==> config.mk <==
export PLATFORM = sky130hd
export DESIGN_NAME = enable_latch_bank_link_fault
export DESIGN_NICKNAME = d
export VERILOG_FILES = /design/src/hdl/enable_latch_pkg.sv /design/src/hdl/enable_latch_bank_link_fault.sv
export SDC_FILE = /design/constraint.sdc
export NUM_CORES = 1
export LEC_CHECK = 0
export BUFFER_PORTS_ARGS = -buffer_cell sky130_fd_sc_hd__buf_2
export CAP_MARGIN = 25
export CORE_UTILIZATION = 30
export CTS_BUF_LIST = sky130_fd_sc_hd__clkbuf_4 sky130_fd_sc_hd__clkbuf_8 sky130_fd_sc_hd__clkbuf_16
export DETAILED_ROUTE_END_ITERATION = 7
export GPL_TIMING_DRIVEN = 0
export PLACE_DENSITY = 0.48
export SYNTH_ARGS = -nofsm -noshare
export SYNTH_HDL_FRONTEND = slang
export SYNTH_SLANG_ARGS = --single-unit
==> constraint.sdc <==
create_clock -name pclk -period 1.57 [get_ports pclk]
set_clock_uncertainty 0.15 [all_clocks]
set_input_delay 0.314 -clock pclk [delete_from_list [all_inputs] [get_ports pclk]]
set_output_delay 0.314 -clock pclk [all_outputs]
set_load 0.01 [all_outputs]
==> src/hdl/enable_latch_pkg.sv <==
// constants for the enable latch bank and link fault block
`default_nettype none
package enable_latch_pkg;

	localparam int BUS_W  = 4;
	localparam int CHAN_N = 2;
	localparam int EVT_W  = 8;

	// apb register byte offsets
	localparam logic [7:0] LATCH_STATUS_OFS = 8'h00;
	localparam logic [7:0] INT_STATUS_OFS   = 8'h04;
	localparam logic [7:0] INT_MASK_OFS     = 8'h08;
	localparam logic [7:0] FAULT_STATUS_OFS = 8'h0C;

	// values after reset
	localparam logic [BUS_W-1:0]  DRIVER_LATCH_RST   = 4'h0;
	localparam logic [BUS_W-1:0]  RX_POWER_LATCH_RST = 4'h0;
	localparam logic [BUS_W-1:0]  SELFTEST_LATCH_RST = 4'hF;
	localparam logic [EVT_W-1:0]  INT_MASK_RST       = 8'h00;

	// bit mapping of the shared enable bus
	// drivers: bit0 out a1, bit1 out a2, bit2 out b1, bit3 out b2
	localparam int RX_POWER_BIT_A  = 0;
	localparam int RX_POWER_BIT_B  = 2;
	localparam int TX_SELFTEST_BIT_A = 0;
	localparam int RX_SELFTEST_BIT_A = 1;
	localparam int TX_SELFTEST_BIT_B = 2;
	localparam int RX_SELFTEST_BIT_B = 3;

	// interrupt event positions
	localparam int EVT_DRIVER_CAPTURE   = 0;
	localparam int EVT_RX_POWER_CAPTURE = 1;
	localparam int EVT_SELFTEST_CAPTURE = 2;
	localparam int EVT_DEVICE_RESET     = 3;
	localparam int EVT_FAULT_SET_A      = 4;
	localparam int EVT_FAULT_CLR_A      = 6;

	// link fault sources per channel
	typedef struct packed {
		logic freq;
		logic amp;
		logic density;
	} fault_src_t;

endpackage : enable_latch_pkg
`default_nettype wire

==> src/hdl/enable_latch_bank_link_fault.sv <==
// three enable latches on a shared bus, link fault flags, apb status and interrupt
//
// The APB register port and the address map were chosen for this implementation.
`default_nettype none

// What this block does
// - output strobe high: each shared bus bit directly enables its mapped serial driver
// - a low driver bit powers that serial driver down
// - output strobe falling captures the bus and holds it until strobe rises
// - device reset low clears the driver latch, disabling every serial driver
// - receive power strobe high: bus bits drive receive pll and analog enables
// - high receive power enable keeps channel active, low puts it in power saving
// - receive power strobe falling captures bus into receive power latch and holds it
// - device reset low clears the receive power latch, disabling both channels
// - self-test strobe high: low bit selects pattern generate or compare
// - high self-test bit means normal traffic; self-test enables are active low
// - self-test strobe falling captures bus into self-test latch until strobe rises
// - device reset while self-test latch closed clears it, disabling all self-test
// - each receive channel flag is active low OR of four fault conditions
// - flag asserts when received data frequency is out of range
// - flag asserts when received amplitude is below expected levels
// - flag asserts when received transition density is too low
// - flag asserts while the receive channel is disabled
module enable_latch_bank_link_fault
	import enable_latch_pkg::*;
(
	// apb clock and reset
	input  wire logic              pclk,
	input  wire logic              presetn,
	// apb slave
	input  wire logic              psel,
	input  wire logic              penable,
	input  wire logic              pwrite,
	input  wire logic [7:0]        paddr,
	input  wire logic [31:0]       pwdata,
	output logic      [31:0]       prdata,
	output logic                   pready,
	output logic                   pslverr,
	// host latch pins, asynchronous
	input  wire logic              driver_enable_latch_strobe,
	input  wire logic              rx_power_latch_strobe,
	input  wire logic              selftest_latch_strobe,
	input  wire logic [BUS_W-1:0]  shared_enable_bus,
	input  wire logic              device_reset_n,
	// fault detectors per receive channel, asynchronous
	input  wire logic [CHAN_N-1:0] freq_fault,
	input  wire logic [CHAN_N-1:0] amp_fault,
	input  wire logic [CHAN_N-1:0] density_fault,
	// latched enables
	output logic      [BUS_W-1:0]  serial_output_driver_en,
	output logic      [CHAN_N-1:0] rx_power_en,
	output logic      [CHAN_N-1:0] tx_selftest_n,
	output logic      [CHAN_N-1:0] rx_selftest_n,
	// link fault flags
	output logic                   link_fault_flag_chan_a_n,
	output logic                   link_fault_flag_chan_b_n,
	// interrupt
	output logic                   irq
);

	// pin synchronisers; host holds the bus steady around strobes, so per-bit skew is harmless
	logic [BUS_W-1:0]  bus_m_q, bus_s_q;
	logic [2:0]        stb_m_q, stb_s_q, stb_prev_q;
	logic              rst_m_q, rst_s_q, rst_prev_q;
	fault_src_t [CHAN_N-1:0] flt_m_q, flt_s_q;

	always_ff @(posedge pclk or negedge presetn)
	begin
		if (!presetn)
		begin
			bus_m_q <= '0;
			bus_s_q <= '0;
			stb_m_q <= '0;
			stb_s_q <= '0;
			rst_m_q <= 1'b1;
			rst_s_q <= 1'b1;
			flt_m_q <= '0;
			flt_s_q <= '0;
		end
		else
		begin
			bus_m_q <= shared_enable_bus;
			bus_s_q <= bus_m_q;
			stb_m_q <= {selftest_latch_strobe, rx_power_latch_strobe, driver_enable_latch_strobe};
			stb_s_q <= stb_m_q;
			rst_m_q <= device_reset_n;
			rst_s_q <= rst_m_q;
			for (int c = 0; c < CHAN_N; c++)
			begin
				flt_m_q[c] <= '{freq: freq_fault[c], amp: amp_fault[c], density: density_fault[c]};
			end
			flt_s_q <= flt_m_q;
		end
	end

	always_ff @(posedge pclk or negedge presetn)
	begin
		if (!presetn)
		begin
			stb_prev_q <= '0;
			rst_prev_q <= 1'b1;
		end
		else
		begin
			stb_prev_q <= stb_s_q;
			rst_prev_q <= rst_s_q;
		end
	end

	logic [2:0] stb_fall;
	logic       dev_rst_fall;
	assign stb_fall     = stb_prev_q & ~stb_s_q;
	assign dev_rst_fall = rst_prev_q & ~rst_s_q;

	// the three latches: transparent while strobe high, value at the fall is kept
	logic [BUS_W-1:0] drv_latch_q, rxp_latch_q, bist_latch_q;

	always_ff @(posedge pclk or negedge presetn)
	begin
		if (!presetn)
			drv_latch_q <= DRIVER_LATCH_RST;
		else if (!rst_s_q)
			drv_latch_q <= DRIVER_LATCH_RST;
		else if (stb_s_q[0])
			drv_latch_q <= bus_s_q;
	end

	always_ff @(posedge pclk or negedge presetn)
	begin
		if (!presetn)
			rxp_latch_q <= RX_POWER_LATCH_RST;
		else if (!rst_s_q)
			rxp_latch_q <= RX_POWER_LATCH_RST;
		else if (stb_s_q[1])
			rxp_latch_q <= bus_s_q;
	end

	// reset only acts on the self-test latch while it is closed; an open latch keeps following the bus
	always_ff @(posedge pclk or negedge presetn)
	begin
		if (!presetn)
			bist_latch_q <= SELFTEST_LATCH_RST;
		else if (stb_s_q[2])
			bist_latch_q <= bus_s_q;
		else if (!rst_s_q)
			bist_latch_q <= SELFTEST_LATCH_RST;
	end

	// registered enables, mapped through one table
	always_ff @(posedge pclk or negedge presetn)
	begin
		if (!presetn)
		begin
			serial_output_driver_en <= DRIVER_LATCH_RST;
			rx_power_en             <= '0;
			tx_selftest_n           <= '1;
			rx_selftest_n           <= '1;
		end
		else
		begin
			serial_output_driver_en <= drv_latch_q;
			rx_power_en             <= {rxp_latch_q[RX_POWER_BIT_B], rxp_latch_q[RX_POWER_BIT_A]};
			tx_selftest_n           <= {bist_latch_q[TX_SELFTEST_BIT_B], bist_latch_q[TX_SELFTEST_BIT_A]};
			rx_selftest_n           <= {bist_latch_q[RX_SELFTEST_BIT_B], bist_latch_q[RX_SELFTEST_BIT_A]};
		end
	end

	// link fault per channel
	logic [CHAN_N-1:0] fault_q, fault_prev_q;

	generate
		for (genvar c = 0; c < CHAN_N; c++)
		begin : g_fault
			always_ff @(posedge pclk or negedge presetn)
			begin
				if (!presetn)
					fault_q[c] <= 1'b1;
				else
					fault_q[c] <= flt_s_q[c].freq
					            | flt_s_q[c].amp
					            | flt_s_q[c].density
					            | ~rx_power_en[c];
			end
		end
	endgenerate

	always_ff @(posedge pclk or negedge presetn)
	begin
		if (!presetn)
			fault_prev_q <= '1;
		else
			fault_prev_q <= fault_q;
	end

	always_ff @(posedge pclk or negedge presetn)
	begin
		if (!presetn)
		begin
			link_fault_flag_chan_a_n <= 1'b0;
			link_fault_flag_chan_b_n <= 1'b0;
		end
		else
		begin
			link_fault_flag_chan_a_n <= ~fault_q[0];
			link_fault_flag_chan_b_n <= ~fault_q[1];
		end
	end

	// apb slave: one wait state, answer registered
	logic       acc_go, wr_go;
	logic       addr_ok;
	assign acc_go  = psel & penable & pready;
	assign wr_go   = acc_go & pwrite;
	assign addr_ok = (paddr == LATCH_STATUS_OFS) | (paddr == INT_STATUS_OFS)
	               | (paddr == INT_MASK_OFS) | (paddr == FAULT_STATUS_OFS);

	logic [EVT_W-1:0] int_status_q, int_mask_q, evt;

	assign evt = {~fault_q & fault_prev_q, fault_q & ~fault_prev_q, dev_rst_fall, stb_fall};

	// a new event in the clearing cycle stays set
	always_ff @(posedge pclk or negedge presetn)
	begin
		if (!presetn)
			int_status_q <= '0;
		else if (wr_go && paddr == INT_STATUS_OFS && !pslverr)
			int_status_q <= (int_status_q & ~pwdata[EVT_W-1:0]) | evt;
		else
			int_status_q <= int_status_q | evt;
	end

	always_ff @(posedge pclk or negedge presetn)
	begin
		if (!presetn)
			int_mask_q <= INT_MASK_RST;
		else if (wr_go && paddr == INT_MASK_OFS && !pslverr)
			int_mask_q <= pwdata[EVT_W-1:0];
	end

	always_ff @(posedge pclk or negedge presetn)
	begin
		if (!presetn)
			irq <= 1'b0;
		else
			irq <= |(int_status_q & int_mask_q);
	end

	always_ff @(posedge pclk or negedge presetn)
	begin
		if (!presetn)
		begin
			pready  <= 1'b0;
			pslverr <= 1'b0;
			prdata  <= '0;
		end
		else
		begin
			pready  <= psel & penable & ~pready;
			pslverr <= psel & penable & ~pready & ~addr_ok;
			prdata  <= '0;
			if (psel && penable && !pready && !pwrite)
			begin
				case (paddr)
					LATCH_STATUS_OFS: prdata <= {20'h00000, bist_latch_q, rxp_latch_q, drv_latch_q};
					INT_STATUS_OFS:   prdata <= {24'h000000, int_status_q};
					INT_MASK_OFS:     prdata <= {24'h000000, int_mask_q};
					FAULT_STATUS_OFS: prdata <= {24'h000000, flt_s_q, fault_q};
					default:          prdata <= '0;
				endcase
			end
		end
	end

endmodule // enable_latch_bank_link_fault
`default_nettype wire

Word-level counts from Yosys, hierarchy flattened:

Index checks and enable logic that the tools add are counted.

* register bits: 111
* latch bits: 0
* memory bits (writable): 0
* bits in read-only memories: 0
* output and inout bits: 47
* memories kept: 0

* add/sub/neg operators: 0
* $mul: 0
* divide/modulo/power cells: 0
* order comparisons: 0
* eq/ne operators: 6
* shifts and indexed selects: 0
* muxes and demuxes: 9
* bitwise gates (word level): 33
* reduce and logical (&&, ||, !) cells: 12

Operators with widths (number)
* 12-bit one-hot mux with 4 select lines: 1
* 32-bit 2-to-1 mux: 1
* 4-bit 2-to-1 mux: 6
* 8-bit AND: 2
* 8-bit by 4-bit == test with 1-bit output (second input constant): 2
* 8-bit OR: 2
* 1-bit OR: 9
* 8-bit by 3-bit == test with 1-bit output (second input constant): 1
* 8-bit zero test: 1
* 8-bit 2-to-1 mux: 1
* 8-bit NOT: 1
* 8-bit OR reduction: 1
* 1-bit logical AND: 7
* 1-bit NOT: 7
* 1-bit AND: 6
* 2-bit != test (second input constant): 3
* 2-bit AND: 2
* 2-bit NOT: 2
* 3-bit AND: 1
* 1-bit zero test: 3
* 3-bit NOT: 1

Depth between registers and ports, before layout:

* depth in word-level cells: 6
* mapped depth: 4

Worst setup path after synthesis:

No wires, ideal clock.

* path type: input -> register
* start: input paddr[1]
* end: register int_status_q[7]
* library setup time: 126 ps
* arrival time: 1283 ps
* data required time: 1294 ps
* slack: 11 ps
* cell stages on the path: 3
* buffers on the path: 0
* cell sequence: nor4_4 > nand4_4 > a221o_1

* word-level cells in the longest chain between the ends: 4

Ends and longest elaborated chain
* from (decl): line enable_latch_bank_link_fault.sv:34 `input wire logic [7:0] paddr,`
* 8-bit by 3-bit == test with 1-bit output: line enable_latch_bank_link_fault.sv:226 `else if (wr_go && paddr == INT_STATUS_OFS && !pslverr)`
* 1-bit logical AND (2 in a row): line enable_latch_bank_link_fault.sv:226
* 8-bit 2-to-1 mux: line enable_latch_bank_link_fault.sv:226
* to (signal assigned): line enable_latch_bank_link_fault.sv:227 `int_status_q <= (int_status_q & ~pwdata[EVT_W-1:0]) | evt;`
* to (signal assigned): line enable_latch_bank_link_fault.sv:229 `int_status_q <= int_status_q | evt;`
* to (decl): line enable_latch_bank_link_fault.sv:217 `logic [EVT_W-1:0] int_status_q, int_mask_q, evt;`

No other way between the ends.
A chain may end at the register's enable or synchronous reset.

Worst setup path in the final report:

* start: register pready
* end: register prdata[2]

* word-level cells in the longest chain between the ends: 4

Ends and longest elaborated chain
* from (decl): line enable_latch_bank_link_fault.sv:37 `output logic pready,`
* from (signal assigned): line enable_latch_bank_link_fault.sv:258 `pready <= psel & penable & ~pready;`
* 1-bit zero test: line enable_latch_bank_link_fault.sv:261 `if (psel && penable && !pready && !pwrite)`
* 1-bit logical AND (2 in a row): line enable_latch_bank_link_fault.sv:261
* 32-bit 2-to-1 mux: line enable_latch_bank_link_fault.sv:261
* to (signal assigned): line enable_latch_bank_link_fault.sv:264 `LATCH_STATUS_OFS: prdata <= {20'h00000, bist_latch_q, rxp_latch_q, drv_latch_q};`
* to (signal assigned): line enable_latch_bank_link_fault.sv:265 `INT_STATUS_OFS: prdata <= {24'h000000, int_status_q};`
* to (signal assigned): line enable_latch_bank_link_fault.sv:266 `INT_MASK_OFS: prdata <= {24'h000000, int_mask_q};`
* to (decl): line enable_latch_bank_link_fault.sv:36 `output logic [31:0] prdata,`

No other way between the ends.

==> impl_metrics.csv <==
group,metric,value,unit
synthesis,synth-main-ff-cell,"dfrtp_1",
detailed_routing,drtIter0Drc,75,
detailed_routing,final_antenna_net_count,0,
cells_and_area,fin_cells,467,
detailed_routing,drt-total-wl,6890,µm
floorplan,rows,38,
cells_and_area,area_growth,34.5,%
worst_setup_path,crit_required,1.69,ns
floorplan,io_pins,106,
synthesis,synth.top_cell.area_share,56.1,%
worst_setup_path,crit_type,"register to register",
sta,worstMarginPinSlew,0.512,ns
cells_and_area,drive_gt1_share,48.3,%
sta,timing.fmax,0.621,GHz
clocking,cts_tree,"yes",
worst_setup_path,cp-start-kind,"register",
placement,place_congestion,0.693,
grt,grt_pass1_vias,1975,
placement,place_ws,-0.350,ns
cells_and_area,fin_util,41.7,%
floorplan,dieHeight,108,µm
flow_run,drv_cap,0,
worst_setup_path,cp_slowest_cell,"dfrtp_2",
placement,dpl.cell_count,431,
detailed_routing,drc,0,
placement,dp_hpwl,4650,µm
synthesis,ys_seq_area_share,67.8,%
power,power_density,1130,nW/µm²
worst_setup_path,cp_top_family,"simple AND/OR/NAND/NOR gates",
clocking,clock_sinks,91,
floorplan,start_util,31.0,%
clocking,htree_levels,3,
power,power.leakage,0.00226,µW
sta,max_slew_margin,65.8,%
worst_setup_path,max_stage_delay,0.44,ns
floorplan,die_w,108,µm
grt,grt_antenna_before_repair,0,
worst_setup_path,end_kind,"register",
sta,rsz0062_at_grt,"yes",
worst_hold_path,hold_class,"primary input to register",
worst_setup_path,cp_num_buf_inv,2,
synthesis,synth_edf_count,0,
sta,hold_viol_final,0,
grt,grt_pass1_wl,10600,µm
floorplan,die_area,11700,µm²
synthesis,ys_warn_count,0,
synthesis,syn_area,3390,µm²
grt,grt_overflow,0,
synthesis,synth_xor_area_share,0,%
sta,finalMaxSlewViolations,0,
grt,grt_use_total,12.6,%
synthesis,synthAdderAreaFrac,0,%
sta,setup_violations,13,
clocking,clock_path_buffers,2,
cells_and_area,antenna_cells,0,
clocking,cts_root_buf,"clkbuf_16",
sta,worst_slack,-0.0402,ns
detailed_routing,viasPerCell,4.25,
synthesis,synth.most_common_cell,"dfrtp_1",
synthesis,yosysUniqueCellTypes,32,
worst_setup_path,worstPathArrival,1.73,ns
synthesis,ys_top_cells_by_area,"dfrtp_1 (56%), dfstp_2 (12%), mux4_2 (5.3%), buf_4 (4.4%), mux2_2 (2.7%)",
synthesis,synth-simple-area-share,10.9,%
clocking,path_clk_slew,0.06,ns
synthesis,ys_top_cells_by_count,"dfrtp_1 (76), buf_4 (20), dfstp_2 (15)",
outcome,violations,"negative setup slack",
sta,fin_crit_sh,103,%
synthesis,synth_cells,210,
cells_and_area,nNetsFinal,381,
power,vdd_ir_drop_max,0.616,mV
sta,layout_min_cycle_time,1.61,ns
synthesis,synth_largest_area_cell,"dfrtp_1",
floorplan,coreArea,10900,µm²
synthesis,ys_ff_latch,91,
synthesis,async_flop_share,100,%
detailed_routing,firstDrtPassIters,4,
cells_and_area,multi_input_area,997,µm²
synthesis,syn_avg_cell_area,16.1,µm²
sta,tns,-0.307,ns
placement,portBuffers,61,
clocking,clk_latency,0.33,ns
detailed_routing,wl_per_cell,14.8,µm
synthesis,synth_compound_area_share,4.73,%
cells_and_area,nFillCells,1036,
synthesis,synth_mux_area_share,10.3,%
detailed_routing,vias,1984,
cells_and_area,seqCellArea,2300,µm²
worst_setup_path,cp_max_fo,5,
worst_setup_path,crit_chain,"nor4bb_4 > nand3_2 > buf_6 > clkbuf_16 > and2b_2",
grt,grt_max_degree,54,
outcome,status,"complete, but fails checks",
synthesis,synth_top_family_by_area,"simple AND/OR/NAND/NOR gates",
clocking,cts_buffers,9,
-- layout by cell type, fill, tap and decap left out, types with 6 or more instances in the layout --
cell	netlist	layout
inv_1	7	7
clkbuf_16	0	10
and2b_2	8	8
mux2i_1	8	8
mux2_2	8	8
buf_4	20	24
mux4_2	8	8
nor2_1	10	10
dlygate4sd3_1	0	15
dfrtp_1	76	75
a221o_1	6	6
nor2b_1	6	6
conb_1	1	20
dfstp_2	15	15
buf_2	2	61
-- metal layers --
metal  vias up  GRT usage (%)  share of wire [%]
met3         5           3.25                4.8
met5         -              0                  0
met1       985           16.4                 44
li1        922              -                  -
met4         0           4.63               0.96
met2        72           20.2                 50
-- registers in the layout, summed over array words and instances, names as in the netlist, 3 cells and up --
register / flops
int_status_q: 8
bist_latch_q: 4
serial_output_driver_en: 4
flt_m_q: 6
flt_s_q: 6
bus_s_q: 4
prdata: 12
rxp_latch_q: 4
bus_m_q: 4
stb_s_q: 3
stb_m_q: 3
drv_latch_q: 4
stb_prev_q: 3
int_mask_q: 8
-- final timing paths --
| check | from | to | slack, ns | cells past startpoint |
|---|---|---|---|---|
| worst max-delay path | pready$_DFF_PN0_ | prdata[2]$_DFF_PN0_ | -0.04 | 5 |
| worst min-delay path | pwdata[6] | int_mask_q[6]$_DFFE_PN0P_ | 0.09 | 2 |
| worst max register to register | pready$_DFF_PN0_ | prdata[2]$_DFF_PN0_ | -0.04 | 5 |
| worst min register to register | stb_m_q[0]$_DFF_PN0_ | stb_s_q[0]$_DFF_PN0_ | 0.20 | 0 |
| max in group asynchronous | presetn | bist_latch_q[3]$_DFFE_PN1P_ | 0.24 | 3 |
| min in group asynchronous | presetn | flt_m_q[5]$_DFF_PN0_ | 0.35 | 2 |
-- kinds of logic (layout without fill, tap and decap cells) --
family          Yosys count  count (layout)
buf+inv                  33             131
compound gates           19              19
other cells               1              20
mux                      24              24
simple gates             42              42
flops                    91              91
-- stage by stage --
| step | power, µW | hold slack (ns) | instance area (µm²) |
|---|---|---|---|
| 3_3_place_gp | 2840 | 0.184 | 3940 |
| 6_report | 5170 | 0.0940 | 4560 |
| 3_5_place_dp | 2850 | 0.174 | 3970 |
| 2_1_floorplan | 2690 | -0.132 | 3460 |
| 5_1_grt | 5400 | 0.0825 | 4560 |
| 4_1_cts | 5230 | 0.0795 | 4460 |
-- where the power goes --
| group | total, µW | switching, µW | internal (µW) | leakage (µW) |
|---|---|---|---|---|
| Combinational | 360 | 180 | 179 | 0.000999 |
| Clock | 2320 | 807 | 1510 | 0.000165 |
| Sequential | 2490 | 47.9 | 2450 | 0.00110 |
| Total | 5170 | 1040 | 4130 | 0.00226 |
-- what timing repair did --
action,CTS,global route
resized for setup,1,9
hold buffers,15,0
setup buffers,0,4
pin swaps,0,9
cloned,0,1
endpoints found under the setup margin,10,24
hold endpoints to repair,49,0
-- final cells by class --
type	count	share of cell area, %
clock buffers	14	5.90
repair buffers	82	11.9
flip-flops and latches	91	50.4
inverters	8	0.659
multi-input cells	105	21.9
clock inverters	2	1.32
plain buffers	25	4.06
well taps	140	3.84
No activity file was read; power rests on OpenSTA's default activity.
